**src/design/asp_pkg.sv**
```systemverilog
// Package: register map, field positions and reset values of the serial port
package asp_pkg;
	// ---------------------------------------------------------------
	// Register offsets (peripheral-file addresses)
	// ---------------------------------------------------------------
	localparam logic [15:0] OFS_CHAR_FORMAT = 16'h1050;
	localparam logic [15:0] OFS_PORT_CTRL = 16'h1051;
	localparam logic [15:0] OFS_DIV_HIGH = 16'h1052;
	localparam logic [15:0] OFS_DIV_LOW = 16'h1053;
	localparam logic [15:0] OFS_TX_STATUS = 16'h1054;
	localparam logic [15:0] OFS_RX_STATUS = 16'h1055;
	localparam logic [15:0] OFS_RX_HOLD = 16'h1057;
	localparam logic [15:0] OFS_TX_HOLD = 16'h1059;
	localparam logic [15:0] OFS_PIN_CTRL = 16'h105e;
	localparam logic [15:0] OFS_PRIO_TEST = 16'h105f;
	// ---------------------------------------------------------------
	// Field positions
	// ---------------------------------------------------------------
	localparam int FMT_STOP2 = 7;
	localparam int FMT_EVEN = 6;
	localparam int FMT_PAR_EN = 5;
	localparam int FMT_ASYNC_ON = 4;
	localparam int FMT_ADDR_MODE = 3;
	localparam int CTL_SOFT_RESET = 5;
	localparam int CTL_CLK_EN = 4;
	localparam int CTL_WAKE = 3;
	localparam int CTL_SLEEP = 2;
	localparam int CTL_TX_EN = 1;
	localparam int CTL_RX_EN = 0;
	// ---------------------------------------------------------------
	// Reset values and counts
	// ---------------------------------------------------------------
	localparam logic [7:0] RST_BYTE = 8'h00;
	localparam logic [4:0] SAMPLES_PER_BIT = 5'h10;
	localparam logic [4:0] MID_SAMPLE = 5'h08;
	localparam logic [3:0] IDLE_BLOCK_BITS = 4'ha;
	localparam logic [3:0] WAKE_IDLE_BITS = 4'hb;
	localparam logic [7:0] PRIV_MASK = 8'hf0;
endpackage : asp_pkg

```
**src/design/asp_serial_port.sv**
```systemverilog
// Asynchronous serial port: registers, bit-rate generator, transmitter, receiver
//
// Overview of operation
// - Bit rate is clock over 32 times divisor-plus-one
// - Divisor in two bytes, resets to zero
// - Bit 7 picks stop bits; receiver checks one
// - Bit 6 parity sense: 0 odd, 1 even
// - Bit 5 enables parity generation and checking
// - Address bit included in parity when enabled
// - Bit 4 low stops all communication
// - Bit 3 picks idle-line or address-bit scheme
// - Address-bit frames carry one extra bit
// - Wake request and sleep steer block handling
// - Bits 2..0 give length as code plus one
// - Short characters right-justified, zero-filled on receive
// - Privileged bits written only in privilege mode
// - Wake request copied to temporary on load, cleared
// - Ten idle bits mark a new block
// - Address bit one in first block frame only
// - Asleep receiver raises ready or errors only on address frames; break always
`timescale 1ns/1ps
module asp_serial_port #(
	parameter int ADDR_W = 16
) (
	// Clock and reset
	input wire logic core_clk_i,
	input wire logic rst_i,
	// Peripheral-file access
	input wire logic [ADDR_W-1:0] pf_addr_i,
	input wire logic pf_wr_i,
	input wire logic pf_rd_i,
	input wire logic [7:0] pf_wdata_i,
	input wire logic privilege_i,
	output logic [7:0] pf_rdata_o,
	// Serial lines
	input wire logic rx_line_i,
	output logic tx_line_o,
	// Interrupt requests (flag and enable)
	output logic tx_int_o,
	output logic rx_int_o
);
	// Elaboration check: the decoder compares sixteen address bits
	if (ADDR_W < 16) begin : g_addr_w_check
		$error("ADDR_W must be at least 16");
	end
	// ---------------------------------------------------------------
	// Registers
	// ---------------------------------------------------------------
	logic [7:0] char_format_control; // Format and mode
	logic [7:0] port_operation_control; // Enables and soft reset
	logic [7:0] rate_divisor_high; // Divisor high byte
	logic [7:0] rate_divisor_low; // Divisor low byte
	logic tx_int_en; // Transmit ready interrupt enable
	logic rx_int_en; // Receive interrupt enable
	logic [7:0] transmit_holding; // Transmit buffer
	logic [7:0] receive_holding; // Receive buffer
	logic [7:0] serial_pin_control; // Pin control, stored only
	logic [7:0] priority_and_test; // Priority and test bits
	logic tx_ready, tx_empty; // Transmit flags
	logic receive_ready_flag, address_frame_flag; // Receive flags
	logic brk_flag, fe_flag, oe_flag, pe_flag; // Error flags
	// ---------------------------------------------------------------
	// Decode
	// ---------------------------------------------------------------
	wire hit_fmt = pf_addr_i[15:0] == asp_pkg::OFS_CHAR_FORMAT;
	wire hit_ctl = pf_addr_i[15:0] == asp_pkg::OFS_PORT_CTRL;
	wire hit_dh = pf_addr_i[15:0] == asp_pkg::OFS_DIV_HIGH;
	wire hit_dl = pf_addr_i[15:0] == asp_pkg::OFS_DIV_LOW;
	wire hit_txs = pf_addr_i[15:0] == asp_pkg::OFS_TX_STATUS;
	wire hit_rxs = pf_addr_i[15:0] == asp_pkg::OFS_RX_STATUS;
	wire hit_rxb = pf_addr_i[15:0] == asp_pkg::OFS_RX_HOLD;
	wire hit_txb = pf_addr_i[15:0] == asp_pkg::OFS_TX_HOLD;
	wire hit_pin = pf_addr_i[15:0] == asp_pkg::OFS_PIN_CTRL;
	wire hit_pri = pf_addr_i[15:0] == asp_pkg::OFS_PRIO_TEST;
	wire wr_txb = pf_wr_i && hit_txb;
	wire rd_rxb = pf_rd_i && hit_rxb;
	// Port runs only with async on, clock on and soft reset released
	wire async_on = char_format_control[asp_pkg::FMT_ASYNC_ON];
	wire port_run = async_on
		&& port_operation_control[asp_pkg::CTL_CLK_EN]
		&& port_operation_control[asp_pkg::CTL_SOFT_RESET];
	wire soft_rst = !port_operation_control[asp_pkg::CTL_SOFT_RESET];
	wire addr_mode = char_format_control[asp_pkg::FMT_ADDR_MODE];
	wire par_en = char_format_control[asp_pkg::FMT_PAR_EN];
	wire par_even = char_format_control[asp_pkg::FMT_EVEN];
	wire stop2 = char_format_control[asp_pkg::FMT_STOP2];
	wire [3:0] char_len = {1'b0, char_format_control[2:0]} + 4'h1;
	wire sleep = port_operation_control[asp_pkg::CTL_SLEEP];
	wire wake_request = port_operation_control[asp_pkg::CTL_WAKE];
	wire [15:0] divisor = {rate_divisor_high, rate_divisor_low};
	wire rx_error = brk_flag | fe_flag | oe_flag | pe_flag;
	// Read multiplexer, unmapped reads return zero
	assign pf_rdata_o = hit_fmt ? char_format_control :
		hit_ctl ? {2'b00, port_operation_control[5:0]} :
		hit_dh ? rate_divisor_high :
		hit_dl ? rate_divisor_low :
		hit_txs ? {tx_ready, tx_empty, 5'b00000, tx_int_en} :
		hit_rxs ? {rx_error, receive_ready_flag, brk_flag, fe_flag,
			oe_flag, pe_flag, address_frame_flag, rx_int_en} :
		hit_rxb ? receive_holding :
		hit_txb ? transmit_holding :
		hit_pin ? serial_pin_control :
		hit_pri ? priority_and_test : asp_pkg::RST_BYTE;
	assign tx_int_o = tx_ready & tx_int_en;
	assign rx_int_o = (receive_ready_flag | brk_flag) & rx_int_en;
	// Parity over data and optional address bit
	function automatic logic par_bit(input logic [7:0] d, input logic [3:0] n,
		input logic ab, input logic inc_ab, input logic even);
		logic p;
		p = 1'b0;
		for (int i = 0; i < 8; i++) begin
			if (i < int'(n)) p = p ^ d[i];
		end
		if (inc_ab) p = p ^ ab;
		par_bit = even ? p : ~p;
	endfunction : par_bit
	// ---------------------------------------------------------------
	// Sample tick: 16 ticks per bit, bit = clk/(32*(div+1))
	// ---------------------------------------------------------------
	logic [15:0] div_cnt; // Divides clock by divisor+1
	logic div_half; // Toggles per divisor wrap
	wire tick = port_run && div_cnt == 16'h0000 && div_half;
	always_ff @(posedge core_clk_i) begin
		if (rst_i || !port_run) begin
			div_cnt <= 16'h0000;
			div_half <= 1'b0;
		end else if (div_cnt == 16'h0000) begin
			div_cnt <= divisor;
			div_half <= ~div_half;
		end else begin
			div_cnt <= div_cnt - 16'h0001;
		end
	end
	// ---------------------------------------------------------------
	// Register writes
	// ---------------------------------------------------------------
	logic tx_load; // Holding buffer moves into the shifter
	always_ff @(posedge core_clk_i) begin
		if (rst_i) begin
			char_format_control <= asp_pkg::RST_BYTE;
			port_operation_control <= asp_pkg::RST_BYTE;
			rate_divisor_high <= asp_pkg::RST_BYTE;
			rate_divisor_low <= asp_pkg::RST_BYTE;
			tx_int_en <= 1'b0;
			rx_int_en <= 1'b0;
			transmit_holding <= asp_pkg::RST_BYTE;
			serial_pin_control <= asp_pkg::RST_BYTE;
			priority_and_test <= asp_pkg::RST_BYTE;
		end else begin
			if (pf_wr_i && hit_fmt) char_format_control <= pf_wdata_i;
			if (pf_wr_i && hit_ctl) begin
				// Wake request is set-only from software
				port_operation_control <= {2'b00, pf_wdata_i[5:4],
					pf_wdata_i[3] | wake_request, pf_wdata_i[2:0]};
			end else if (tx_load) begin
				port_operation_control[asp_pkg::CTL_WAKE] <= 1'b0;
			end
			if (pf_wr_i && hit_dh) rate_divisor_high <= pf_wdata_i;
			if (pf_wr_i && hit_dl) rate_divisor_low <= pf_wdata_i;
			if (pf_wr_i && hit_txs) tx_int_en <= pf_wdata_i[0];
			if (pf_wr_i && hit_rxs) rx_int_en <= pf_wdata_i[0];
			if (wr_txb) transmit_holding <= pf_wdata_i;
			if (pf_wr_i && hit_pin) serial_pin_control <= pf_wdata_i;
			if (pf_wr_i && hit_pri && privilege_i) begin
				priority_and_test <= pf_wdata_i & asp_pkg::PRIV_MASK;
			end
		end
	end
	// ---------------------------------------------------------------
	// Transmitter
	// ---------------------------------------------------------------
	typedef enum logic [2:0] {
		TX_IDLE, TX_START, TX_DATA, TX_ADDR, TX_PAR, TX_STOP, TX_GAP
	} asp_tx_t;
	asp_tx_t tx_state;
	logic [7:0] transmit_shifter; // Shift register
	logic wake_temporary; // Wake copy for current frame
	logic [3:0] tx_sub; // Sample count within bit
	logic [3:0] tx_bits; // Bits sent in current phase
	wire tx_en = port_operation_control[asp_pkg::CTL_TX_EN];
	wire tx_bit_end = tick && tx_sub == 4'hf;
	// Last stop bit or last wake idle bit is ending
	wire tx_last_stop = tx_state == TX_STOP && tx_bit_end
		&& !(stop2 && tx_bits == 4'h0);
	wire tx_gap_done = tx_state == TX_GAP && tx_bit_end
		&& tx_bits == asp_pkg::WAKE_IDLE_BITS - 4'h1;
	// Frames start on a tick from idle or right after the previous one,
	// so a start bit never comes out shorter than one bit time
	wire tx_slot = (tx_state == TX_IDLE && tick) || tx_last_stop
		|| tx_gap_done;
	wire tx_gap_next = wake_request && !addr_mode; // Idle-line wake
	assign tx_load = port_run && tx_en && !tx_ready && tx_slot;
	always_ff @(posedge core_clk_i) begin
		if (rst_i || soft_rst) begin
			tx_state <= TX_IDLE;
			tx_line_o <= 1'b1;
			tx_ready <= 1'b1;
			tx_empty <= 1'b1;
			transmit_shifter <= asp_pkg::RST_BYTE;
			wake_temporary <= 1'b0;
			tx_sub <= 4'h0;
			tx_bits <= 4'h0;
		end else begin
			if (tick) tx_sub <= tx_sub + 4'h1;
			unique case (tx_state)
				TX_IDLE: begin
					tx_line_o <= 1'b1;
					tx_sub <= 4'h0;
					tx_bits <= 4'h0;
					if (tx_ready) tx_empty <= 1'b1;
				end
				TX_START: if (tx_bit_end) begin
					tx_state <= TX_DATA;
					tx_line_o <= transmit_shifter[0];
					tx_bits <= 4'h1;
				end
				TX_DATA: if (tx_bit_end) begin
					if (tx_bits == char_len) begin
						tx_bits <= 4'h0;
						if (addr_mode) begin
							tx_state <= TX_ADDR;
							tx_line_o <= wake_temporary;
						end else if (par_en) begin
							tx_state <= TX_PAR;
							tx_line_o <= par_bit(transmit_shifter, char_len,
								1'b0, 1'b0, par_even);
						end else begin
							tx_state <= TX_STOP;
							tx_line_o <= 1'b1;
						end
					end else begin
						tx_line_o <= transmit_shifter[tx_bits[2:0]];
						tx_bits <= tx_bits + 4'h1;
					end
				end
				TX_ADDR: if (tx_bit_end) begin
					tx_state <= par_en ? TX_PAR : TX_STOP;
					tx_line_o <= par_en ? par_bit(transmit_shifter, char_len,
						wake_temporary, 1'b1, par_even) : 1'b1;
				end
				TX_PAR: if (tx_bit_end) begin
					tx_state <= TX_STOP;
					tx_line_o <= 1'b1;
				end
				TX_STOP: if (tx_bit_end) begin
					tx_line_o <= 1'b1;
					if (stop2 && tx_bits == 4'h0) begin
						tx_bits <= 4'h1;
					end else begin
						tx_state <= TX_IDLE;
					end
				end
				TX_GAP: if (tx_bit_end) begin
					tx_line_o <= 1'b1;
					tx_bits <= tx_bits + 4'h1;
					if (tx_bits == asp_pkg::WAKE_IDLE_BITS - 4'h1) begin
						tx_state <= TX_IDLE;
					end
				end
			endcase
			// Load overrides the moves above; no idle bit between frames
			if (tx_load) begin
				transmit_shifter <= transmit_holding;
				wake_temporary <= wake_request;
				tx_ready <= 1'b1;
				tx_sub <= 4'h0;
				tx_bits <= 4'h0;
				// Idle-line wake sends an 11-bit idle instead
				tx_state <= tx_gap_next ? TX_GAP : TX_START;
				tx_line_o <= tx_gap_next;
			end
			// A write in the loading cycle keeps the buffer marked full
			if (wr_txb) begin
				tx_ready <= 1'b0;
				tx_empty <= 1'b0;
			end
		end
	end
	// ---------------------------------------------------------------
	// Receiver: three-stage synchroniser on the line
	// ---------------------------------------------------------------
	logic [2:0] rx_sync; // Stage 0 read only by stage 1
	logic rx_bit; // Filtered line level
	always_ff @(posedge core_clk_i) begin
		if (rst_i) begin
			rx_sync <= 3'b111;
			rx_bit <= 1'b1;
		end else begin
			rx_sync <= {rx_sync[1:0], rx_line_i};
			if (rx_sync[2] == rx_sync[1]) rx_bit <= rx_sync[2];
		end
	end
	typedef enum logic [2:0] {
		RX_IDLE, RX_START, RX_DATA, RX_ADDR, RX_PAR, RX_STOP, RX_BREAK
	} asp_rx_t;
	asp_rx_t rx_state;
	logic [7:0] rx_shift; // Assembled character
	logic [3:0] rx_sub; // Sample count within bit
	logic [3:0] rx_bits; // Data bits taken
	logic [3:0] idle_bits; // Idle bit times since last frame
	logic rx_addr_bit; // Received address bit
	logic rx_par_ok; // Parity check result
	wire rx_mid = tick && rx_sub == asp_pkg::MID_SAMPLE[3:0];
	wire block_start = idle_bits >= asp_pkg::IDLE_BLOCK_BITS;
	wire is_addr = addr_mode ? rx_addr_bit : block_start;
	wire rx_en = port_operation_control[asp_pkg::CTL_RX_EN];
	always_ff @(posedge core_clk_i) begin
		if (rst_i || soft_rst) begin
			rx_state <= RX_IDLE;
			rx_shift <= asp_pkg::RST_BYTE;
			receive_holding <= asp_pkg::RST_BYTE;
			rx_sub <= 4'h0;
			rx_bits <= 4'h0;
			idle_bits <= 4'h0;
			rx_addr_bit <= 1'b0;
			rx_par_ok <= 1'b1;
			receive_ready_flag <= 1'b0;
			address_frame_flag <= 1'b0;
			brk_flag <= 1'b0;
			fe_flag <= 1'b0;
			oe_flag <= 1'b0;
			pe_flag <= 1'b0;
		end else begin
			// Reading the buffer clears flags; a same-cycle set wins below
			if (rd_rxb) begin
				receive_ready_flag <= 1'b0;
				fe_flag <= 1'b0;
				oe_flag <= 1'b0;
				pe_flag <= 1'b0;
			end
			if (tick) rx_sub <= rx_sub + 4'h1;
			unique case (rx_state)
				RX_IDLE: begin
					if (tick && rx_sub == 4'hf && !block_start) begin
						idle_bits <= idle_bits + 4'h1;
					end
					if (port_run && !rx_bit) begin
						rx_state <= RX_START;
						rx_sub <= 4'h0;
					end
				end
				RX_START: if (rx_mid) begin
					rx_state <= rx_bit ? RX_IDLE : RX_DATA;
					rx_bits <= 4'h0;
					rx_shift <= asp_pkg::RST_BYTE;
					rx_sub <= asp_pkg::MID_SAMPLE[3:0] + 4'h1;
				end
				RX_DATA: if (rx_mid) begin
					rx_shift[rx_bits[2:0]] <= rx_bit;
					rx_bits <= rx_bits + 4'h1;
					if (rx_bits + 4'h1 == char_len) begin
						rx_state <= addr_mode ? RX_ADDR :
							par_en ? RX_PAR : RX_STOP;
					end
				end
				RX_ADDR: if (rx_mid) begin
					rx_addr_bit <= rx_bit;
					rx_state <= par_en ? RX_PAR : RX_STOP;
				end
				RX_PAR: if (rx_mid) begin
					rx_par_ok <= rx_bit == par_bit(rx_shift, char_len,
						rx_addr_bit, addr_mode, par_even);
					rx_state <= RX_STOP;
				end
				RX_STOP: if (rx_mid) begin
					// Only one stop bit is checked
					rx_state <= rx_bit ? RX_IDLE : RX_BREAK;
					idle_bits <= 4'h0;
					if (!sleep || is_addr) begin
						if (rx_en) begin
							receive_holding <= rx_shift;
							receive_ready_flag <= 1'b1;
							oe_flag <= receive_ready_flag & !rd_rxb;
						end
						address_frame_flag <= is_addr;
						fe_flag <= !rx_bit;
						pe_flag <= par_en && !rx_par_ok;
					end
					rx_par_ok <= 1'b1;
					rx_addr_bit <= 1'b0;
				end
				RX_BREAK: begin
					// Line low ten bit times after a missing stop
					if (rx_bit) begin
						rx_state <= RX_IDLE;
					end else if (tick && rx_sub == 4'hf) begin
						idle_bits <= idle_bits + 4'h1;
						if (idle_bits == asp_pkg::IDLE_BLOCK_BITS - 4'h1) begin
							brk_flag <= 1'b1;
						end
					end
				end
			endcase
		end
	end
endmodule : asp_serial_port

```
**config.mk**
```make
export PLATFORM = sky130hd
export DESIGN_NAME = asp_serial_port
export DESIGN_NICKNAME = d
export VERILOG_FILES = /design/src/design/asp_pkg.sv /design/src/design/asp_serial_port.sv
export SDC_FILE = /design/constraint.sdc
export NUM_CORES = 1
export LEC_CHECK = 0
export BUFFER_PORTS_ARGS = -buffer_cell sky130_fd_sc_hd__buf_4
export CORE_MARGIN = 4
export CORE_UTILIZATION = 40
export DETAILED_ROUTE_END_ITERATION = 8
export GPL_TIMING_DRIVEN = 0
export PLACE_DENSITY = 0.62
export RECOVER_POWER = 50
export SLEW_MARGIN = 40
export SYNTH_ARGS = -nofsm -noshare
export SYNTH_HDL_FRONTEND = slang
export SYNTH_SLANG_ARGS = --single-unit
export TNS_END_PERCENT = 5
```
**constraint.sdc**
```tcl
create_clock -name core_clk_i -period 4.3 [get_ports core_clk_i]
set_input_delay 0.86 -clock core_clk_i [delete_from_list [all_inputs] [get_ports core_clk_i]]
set_output_delay 0.86 -clock core_clk_i [all_outputs]
set_load 0.05 [all_outputs]
```
# --- After elaboration in Yosys (flattened, before gate mapping) ---
# Cells that the tools add are included.
totals:
  input_bits: 30
  output_inout_bits: 11
  word_cells: 457
  reg_bits: 135
classes:
  n_reduce_logical: 76
  mux: 233
  addsub: 7
  eq_ne: 57
  bitwise: 36
  magnitude_cmp: 12
ops:
  columns: ["op", "n"]
  rows:
  - ["two-way mux 1 bit", 171]
  - ["== test 16 x 13 -> 1 bit, second input constant", 10]
  - ["two-way mux 8 bit", 12]
  - ["two-way mux 3 bit", 21]
  - ["two-way mux 4 bit", 14]
  - ["logical AND 1 bit", 32]
  - ["!= test 2 bit, second input constant", 15]
  - ["!= test 3 bit, second input constant", 8]
  - ["XOR 1 bit", 23]
  - ["one-hot mux 3 bit (7 select lines)", 1]
  - ["adder 4 x 1 -> 4 bit, second input constant", 5]
  - ["== test 4 bit, second input constant", 5]
  - ["one-hot mux 4 bit (5 select lines)", 1]
  - ["== test 3 bit, second input constant", 6]
  - ["one-hot mux 3 bit (6 select lines)", 1]
  - ["logical NOT 16 bit", 1]
  - ["less-than comparator 3 x 4 -> 1 bit, first input constant", 4]
  - ["two-way mux 16 bit", 1]
  - ["one-hot mux 4 bit (2 select lines)", 2]
  - ["one-hot mux 8 bit (2 select lines)", 1]
  - ["subtractor 16 x 1 -> 16 bit, second input constant", 1]
  - ["nonzero test 2 bit", 7]
  - ["== test 3 x 2 -> 1 bit, second input constant", 4]
  - ["one-hot mux 4 bit (3 select lines)", 1]
  - ["37 further kinds", 74]

# --- Depth between registers and ports, before layout ---
# Gate-level depths: netlist of the first run.
logic_depth:
  depth_word: 73
  mapped_depth: 12
  mapped_depth_nobuf: 9

# --- Worst setup path before layout of the first run ---
# OpenSTA, ideal clock, no wires.
synth_path:
  kind: "input to output"
  startpoint: "in pf_addr_i[9]"
  endpoint: "out pf_rdata_o[6]"
  arrival_time_ps: 3227
  required_time_ps: 3440
  stages: 6
  path_buffers: 1
  slack_ps: 213
  cell_sequence: "nor4_1 -> nand3_1 -> nor3_1 -> clkbuf_1 -> a222oi_1 -> a32oi_1"
synth_between:
  elab_chain_cells: 11
  elab_cells_between_ends: 20
  classes_between: "10 x eq/ne; 10 x mux"
synth_lines:
  columns: ["item", "line_no", "text"]
  rows:
  - ["from (decl)", "asp_serial_port.sv:29", "input wire logic [ADDR_W-1:0] pf_addr_i,"]
  - ["== test 16 x 13 -> 1 bit", "asp_serial_port.sv:74", "wire hit_pri = pf_addr_i[15:0] == asp_pkg::OFS_PRIO_TEST;"]
  - ["two-way mux 8 bit", "asp_serial_port.sv:103", "hit_pri ? priority_and_test : asp_pkg::RST_BYTE;"]
  - ["two-way mux 8 bit", "asp_serial_port.sv:102", "hit_pin ? serial_pin_control :"]
  - ["two-way mux 8 bit", "asp_serial_port.sv:101", "hit_txb ? transmit_holding :"]
  - ["two-way mux 8 bit", "asp_serial_port.sv:100", "hit_rxb ? receive_holding :"]
  - ["two-way mux 8 bit", "asp_serial_port.sv:98", "hit_rxs ? {rx_error, receive_ready_flag, brk_flag, fe_flag,"]
  - ["two-way mux 8 bit", "asp_serial_port.sv:97", "hit_txs ? {tx_ready, tx_empty, 5'b00000, tx_int_en} :"]
  - ["two-way mux 8 bit", "asp_serial_port.sv:96", "hit_dl ? rate_divisor_low :"]
  - ["two-way mux 8 bit", "asp_serial_port.sv:95", "hit_dh ? rate_divisor_high :"]
  - ["two-way mux 8 bit", "asp_serial_port.sv:94", "hit_ctl ? {2'b00, port_operation_control[5:0]} :"]
  - ["two-way mux 8 bit (*)", "asp_serial_port.sv:93", "assign pf_rdata_o = hit_fmt ? char_format_control :"]
  - ["to (decl)", "asp_serial_port.sv:34", "output logic [7:0] pf_rdata_o,"]
# Every way passes the cells marked *; elsewhere a longest branch is shown, timed or not.

# --- Final worst setup path of the first run ---
layout_path:
  startpoint: "in pf_addr_i[9]"
  endpoint: "out pf_rdata_o[1]"
layout_between:
  elab_chain_cells: 10
  elab_cells_between_ends: 18
  classes_between: "9 x eq/ne; 9 x mux"
layout_lines:
  columns: ["item", "line_no", "text"]
  rows:
  - ["== test 16 x 13 -> 1 bit", "asp_serial_port.sv:73", "wire hit_pin = pf_addr_i[15:0] == asp_pkg::OFS_PIN_CTRL;"]
  - ["two-way mux 8 bit", "asp_serial_port.sv:102", null]
  - ["two-way mux 8 bit", "asp_serial_port.sv:101", null]
  - ["two-way mux 8 bit", "asp_serial_port.sv:100", null]
  - ["two-way mux 8 bit", "asp_serial_port.sv:98", null]
  - ["two-way mux 8 bit", "asp_serial_port.sv:97", null]
  - ["two-way mux 8 bit", "asp_serial_port.sv:96", null]
  - ["two-way mux 8 bit", "asp_serial_port.sv:95", null]
  - ["two-way mux 8 bit", "asp_serial_port.sv:94", null]
  - ["two-way mux 8 bit (*)", "asp_serial_port.sv:93", null]
# Marked as above.

==> results of run 1 <==
registers in the layout, summed over array words and instances (netlist names), 6 cells and up:
signal	count
port_operation_control	6
transmit_holding	8
receive_holding	8
transmit_shifter	8
rate_divisor_low	8
div_cnt	16
rate_divisor_high	8
char_format_control	8
serial_pin_control	8
rx_shift	8
synthesized netlist by cell type, types with 5 or more instances:
master	number	area share
sky130_fd_sc_hd__o22ai_1	5	0.0043
sky130_fd_sc_hd__and3_1	7	0.0060
sky130_fd_sc_hd__buf_1	6	0.0031
sky130_fd_sc_hd__or3_1	14	0.012
sky130_fd_sc_hd__o31ai_1	5	0.0051
sky130_fd_sc_hd__nand2_1	76	0.039
sky130_fd_sc_hd__nor2_1	141	0.072
sky130_fd_sc_hd__nor3b_1	8	0.0082
sky130_fd_sc_hd__a222oi_1	6	0.0082
sky130_fd_sc_hd__nand3_1	26	0.018
sky130_fd_sc_hd__a31oi_1	5	0.0043
sky130_fd_sc_hd__a21oi_1	58	0.040
sky130_fd_sc_hd__nor3_1	21	0.014
sky130_fd_sc_hd__xnor2_1	23	0.028
sky130_fd_sc_hd__nor2b_1	9	0.0077
sky130_fd_sc_hd__inv_1	24	0.012
sky130_fd_sc_hd__xor2_1	16	0.019
sky130_fd_sc_hd__a211oi_1	12	0.012
sky130_fd_sc_hd__nand2b_1	15	0.013
sky130_fd_sc_hd__ha_1	13	0.022
sky130_fd_sc_hd__a22oi_1	8	0.0082
sky130_fd_sc_hd__dfxtp_1	135	0.37
sky130_fd_sc_hd__or2_2	8	0.0069
sky130_fd_sc_hd__nor4_1	8	0.0069
sky130_fd_sc_hd__mux2i_1	72	0.099
sky130_fd_sc_hd__o21ai_0	31	0.021
sky130_fd_sc_hd__nand3b_1	5	0.0051
sky130_fd_sc_hd__clkbuf_1	42	0.022
sky130_fd_sc_hd__nand4_1	6	0.0051
per-layer routing:
metal	share of wire	GRT usage	vias to the layer above
met5	0	0	-
met4	0.022	0.0695	0
met3	0.064	0.0412	31
met2	0.46	0.344	238
met1	0.45	0.288	3099
li1	-	-	3245
final cells by class:
type	count	area (µm²)	share of cell area
Buffer	53	210	0.0249
Clock buffer	18	439	0.0520
Clock inverter	14	163	0.0192
Inverter	24	90.1	0.0107
Multi-Input combinational cell	669	4290	0.508
Sequential cell	135	2700	0.320
Tap cell	229	287	0.0339
Timing Repair Buffer	38	270	0.0320
kinds of logic (layout without fill, tap and decap cells):
family                     after synthesis  after routing  share of synthesized area
muxes                                   76             76                      0.109
buffers and inverters                   77            147                     0.0434
xor gates and xnor gates                42             42                     0.0560
adders and majority gates               13             13                     0.0223
and+or+nand+nor                        368            368                      0.248
DFF                                    135            135                      0.370
AOI/OAI and AO/OA                      170            170                      0.151
per-stage QoR:
| stage | total power [µW] | setup TNS [ns] | setup slack, ns |
|---|---|---|---|
| after detailed placement | 1350 | -0.123 | -0.0828 |
| after CTS | 2820 | 0 | 0.0915 |
| after global placement | 1350 | -0.828 | -0.307 |
| after floorplan | 1310 | 0 | 0.213 |
| final | 2810 | 0 | 0.0595 |
| after global routing | 2890 | -0.204 | -0.0855 |
report_power, final:
part           leakage, µW  switching (µW)  total (µW)  internal (µW)
sequential         0.00109           0.435        1250           1250
combinational      0.00174            46.7        73.6           26.9
clock             0.000293             646        1490            841
worst max-delay path, stage by stage:
cell,delay [ns]
sky130_fd_sc_hd__buf_4,0.11
sky130_fd_sc_hd__nor4_1,0.43
sky130_fd_sc_hd__nand3_1,0.29
sky130_fd_sc_hd__nor3_2,0.65
sky130_fd_sc_hd__a222oi_1,0.30
sky130_fd_sc_hd__a211oi_1,0.29
sky130_fd_sc_hd__o32a_1,0.23
sky130_fd_sc_hd__buf_4,0.21
worst max-delay path by stage:
stage	to	slack, ns
after floorplan	pf_rdata_o[6]	0.21
after global placement	pf_rdata_o[1]	-0.31
after detailed placement	pf_rdata_o[6]	-0.08
after CTS	pf_rdata_o[3]	0.09
after global routing	pf_rdata_o[3]	-0.09
final	pf_rdata_o[1]	0.06
==> metrics, run 1 <==
outcome=finished, final reports clean; global router's overall resource usage=0.214; number of instances in the synthesized netlist=881; post-layout net count=981; final critical delay including setup and external delays=4.24 ns; headroom to the max-slew limit=0.284; hold path startpoint=rx_sync[0]; placed instance area=0.00789 mm²; quantity of hold-fixing buffers added after cts=0; commonest cells after routing, fill and taps aside=sky130_fd_sc_hd__nor2_1 (140), sky130_fd_sc_hd__dfxtp_1 (135), sky130_fd_sc_hd__nand2_1 (76); final hold viol count=0; Synth Area per Inst=8.29 µm²; remaining global-route overflow=0; setup repair after global routing missed its margin=true; ys async rst share=0; number of iterations in the first detailed-routing pass=8; Leak=0.00312 µW; transition time of the tightest slew-check pin=1.06 ns; height of the chip=143 µm; Worst EP required=3.44 ns; core outline area=0.0180 mm²; setup skew after layout=0.0124 ns; yosys warns=0; type of the setup path with the least slack=primary input to output pin; number of standard-cell rows in the floorplan=49; placer congestion estimate=0.927; r2r endpoint=transmit_shifter[1]; io pins=41; end point of the most critical hold path=rx_sync[1]; number of antenna violations at the first check in global routing=0; post-synthesis instance area=0.00730 mm²; final design area excluding fillers=0.00845 mm²; sequential share of the synthesized area=0.370; power density over the cells=333 mW/mm²; start point of the critical path=pf_addr_i[9]; clock input transition at the sequential cells of the worst setup and hold paths=0.06 ns; die area=0.0205 mm²; wire length reported by the detailed router=21.4 mm; number of flops mapped to enable cells by yosys=0; pin count of the biggest net entering global routing=17; area growth from synthesis to final layout=15.7%; fraction of final layout cells sized beyond drive strength 1=0.0988; # diodes=0; Synth cell types=71; most frequent standard cell in the layout excluding fill and tap cells=sky130_fd_sc_hd__nor2_1; horizontal extent of the die=143 µm; non-filler instance count after layout=1180; CP Capture Type=output pin; detailed-route DRC error count=0; Post-Place Cells=1148; #FFs+latches synth=135; period utilization=0.986; starting density of the core=0.406; wire length of the first global-routing pass=34.0 mm; number of clock sinks seen by CTS=135; Num CTS Buffers=17; Setup Buffers After CTS=0; FF-to-FF setup slack=0.33 ns; worst hold slack=0.409 ns; length in cells of the worst reg-to-reg path=11; maximum operating frequency=0.236 GHz; routed via count=6613; clock root cell=sky130_fd_sc_hd__clkbuf_16; share of the core filled with cells in the final layout=0.470; CTS H-tree lvls=4; Resize count post-CTS=1; per-cell routed wire length=18.1 µm; vias in the first global route=6286; count of input and output buffers=38; Main synth FF type=sky130_fd_sc_hd__dfxtp_1; Clk Latency, worst-skew pair=0.43 ns; number of instances on the worst hold path=1; Filler cells=1768; critical path arrival=3.38 ns; synthesized net count=924; initial drt markers=507; Clock Tree Buf Depth=2; remaining number of nets flagged by the antenna check after routing=0; Max Cap Violations=0; type of element launching the critical path=primary input; detailed placement HPWL=15.8 mm; maximum fanout count along the critical path=8; R2R Path Start=div_cnt[0]; final count of pins violating max slew=0; Setup-failing EPs final=0; number of vias per cell after detailed routing=5.60; CTS tree=yes; Min-Delay Path Class=register to register; largest vdd supply drop=0.270 mV
Power figures use the tool's default switching activity.
==> run 2, diff against run 1 <==
Settings changed: CORE_ASPECT_RATIO set to 1.2.
==> run 2 against run 1 <==
Clock power about the same. Cell area about the same. Power rose by 0.35%. Sequential power hardly changed. Largest power group unchanged.
==> metrics, run 2 (same netlist as run 1, synthesis figures left out) <==
Worst Setup Slack post-DPL=-0.0463 ns (was -0.0828 ns); pin count of the biggest net entering global routing=17 (unchanged); detailed-route DRC error count=0 (unchanged); routed via count=6602 (was 6613); count of input and output buffers=38 (unchanged); most flop-heavy register=div_cnt (unchanged); initial drt markers=383 (was 507); number of instances on the worst hold path=1 (unchanged); placed instance area=0.00787 mm² (was 0.00789 mm²); commonest cells after routing, fill and taps aside=sky130_fd_sc_hd__nor2_1 (140), sky130_fd_sc_hd__dfxtp_1 (135), sky130_fd_sc_hd__nand2_1 (76) (unchanged); type of element launching the critical path=primary input (unchanged); most frequent standard cell in the layout excluding fill and tap cells=sky130_fd_sc_hd__nor2_1 (unchanged); clock input transition at the sequential cells of the worst setup and hold paths=0.06 ns (about the same); setup repair after global routing missed its margin=false (was true); io pins=41 (unchanged); power density over the cells=334 mW/mm² (was 333 mW/mm²); FF-to-FF setup slack=0.38 ns (was 0.33 ns); combined flip-flop and latch cell area=0.00270 mm² (unchanged); headroom to the max-slew limit=0.424 (was 0.284); final hold viol count=0 (unchanged); global router's overall resource usage=0.209 (was 0.214); end point of the most critical hold path=rx_sync[1] (unchanged); number of antenna violations at the first check in global routing=0 (unchanged); number of clock sinks seen by CTS=135 (unchanged); R2R Path Start=div_cnt[0] (unchanged); r2r endpoint=rx_shift[4] (was transmit_shifter[1]); clock root cell=sky130_fd_sc_hd__clkbuf_16 (unchanged); Num CTS Buffers=17 (unchanged); maximum operating frequency=0.244 GHz (was 0.236 GHz); wire length of the first global-routing pass=34.3 mm (was 34.0 mm); final worst-path setup slack=0.195 ns (was 0.0595 ns); most frequent cell on the critical path=sky130_fd_sc_hd__buf_4 (unchanged); Setup-failing EPs final=0 (unchanged); starting density of the core=0.412 (was 0.406); vias in the first global route=6517 (was 6286); stage delay of the slowest cell on the critical path=0.51 ns (was 0.65 ns); fraction of final layout cells sized beyond drive strength 1=0.0999 (was 0.0988); area growth from synthesis to final layout=15.8% (was 15.7%); placer congestion estimate=0.982 (was 0.927); CTS H-tree lvls=4 (unchanged); per-cell routed wire length=18.1 µm (about the same); final count of pins violating max slew=0 (unchanged); Max Cap Violations=0 (unchanged); outcome=finished, final reports clean (unchanged); length in cells of the worst reg-to-reg path=12 (was 11); final critical delay including setup and external delays=4.11 ns (was 4.24 ns); largest vdd supply drop=0.235 mV (was 0.270 mV); Largest register FFs=16 (unchanged); remaining global-route overflow=0 (unchanged); number of standard-cell rows in the floorplan=53 (was 49); Clock Tree Buf Depth=2 (unchanged); Clk Latency, worst-skew pair=0.43 ns (about the same); horizontal extent of the die=131 µm (was 143 µm); Worst EP required=3.44 ns (about the same); Filler cells=1723 (was 1768); core outline area=0.0177 mm² (was 0.0180 mm²); CTS tree=yes (unchanged); # diodes=0 (unchanged); multi-input combinational cell area=0.00431 mm² (was 0.00429 mm²); remaining number of nets flagged by the antenna check after routing=0 (unchanged); transition time of the tightest slew-check pin=0.856 ns (was 1.06 ns); critical path arrival=3.25 ns (was 3.38 ns); number of iterations in the first detailed-routing pass=7 (was 8); detailed placement HPWL=15.9 mm (was 15.8 mm); Setup Buffers After CTS=0 (unchanged); share of the core filled with cells in the final layout=0.477 (was 0.470); maximum fanout count along the critical path=10 (was 8); height of the chip=156 µm (was 143 µm); post-layout net count=981 (unchanged); die area=0.0205 mm² (about the same); Worst path slowest cell=sky130_fd_sc_hd__nor2_2 (was sky130_fd_sc_hd__nor3_2); hold path startpoint=rx_sync[0] (unchanged); number of vias per cell after detailed routing=5.64 (was 5.60); Min-Delay Path Class=register to register (unchanged); final design area excluding fillers=0.00845 mm² (about the same); wire length reported by the detailed router=21.2 mm (was 21.4 mm); type of the setup path with the least slack=primary input to output pin (unchanged); CP Capture Type=output pin (unchanged); period utilization=0.955 (was 0.986); cells along the critical path=buf_4 > nor4_1 > nand4_1 > nor2_2 > nand2_1 > nor2_1 > a211oi_1 > o32a_1 > buf_4 (was buf_4 > nor4_1 > nand3_1 > nor3_2 > a222oi_1 > a211oi_1 > o32a_1 > buf_4); setup skew after layout=0.0106 ns (was 0.0124 ns); Leak=0.00314 µW (was 0.00312 µW)
run 2: routing by layer:
metal | global-route usage | routed length (µm) | part of all wire
met1 | 0.249 | 9210 | 0.43
met2 | 0.368 | 10200 | 0.48
met3 | 0.0358 | 919 | 0.043
met4 | 0.104 | 869 | 0.041
met5 | 0 | 0 | 0
run 2: worst max path at each step:
stage / from / end / slack, ns / depth (start not counted)
floorplan: pf_addr_i[9] / pf_rdata_o[6] / 0.21 / 6
global placement: pf_addr_i[9] / pf_rdata_o[3] / -0.25 / 8
detailed placement: pf_addr_i[9] / pf_rdata_o[1] / -0.05 / 8
CTS: pf_addr_i[9] / pf_rdata_o[1] / 0.003 / 9
global route: pf_addr_i[13] / pf_rdata_o[6] / 0.0004 / 8
finish: pf_addr_i[9] / pf_rdata_o[1] / 0.19 / 9
run 2: repair_timing:
action,4_1_cts,5_1_grt
hold buffers,0,0
cloned,0,0
pin swaps,0,1
setup endpoints to repair,3,3
gates resized for setup,1,4
run 2: layout make-up:
cell class / instances / area share
buffer: 53 / 0.0249
clock buffer: 17 / 0.0503
clock inverter: 15 / 0.0206
inverter: 24 / 0.0107
multi-input combinational: 669 / 0.509
sequential: 135 / 0.320
tap: 220 / 0.0326
timing repair buffer: 38 / 0.0320
run 2: metrics by stage:
step,TNS [ns],hold WS (ns),power (µW),cells
finish,0,0.412,2820,1171
global route,0,0.423,2900,1171
CTS,0,0.416,2840,1171
detailed placement,-0.0628,0.398,1350,1139
global placement,-0.633,0.392,1350,1139
floorplan,0,0.389,1310,881
run 2: report_power, final:
group | internal [µW] | leakage (µW) | total (µW) | switching, µW
registers | 1250 | 0.00109 | 1250 | 0.392
clock network | 835 | 0.000294 | 1500 | 662
logic | 26.9 | 0.00176 | 73.9 | 46.9
total | 2110 | 0.00314 | 2820 | 710
run 2: worst max-delay path, delay by kind of cell:
family / cells / cell delay [ns]
buffers and inverters: 2 / 0.30
AO/OA/AOI/OAI: 2 / 0.46
AND/OR/NAND/NOR: 5 / 1.61
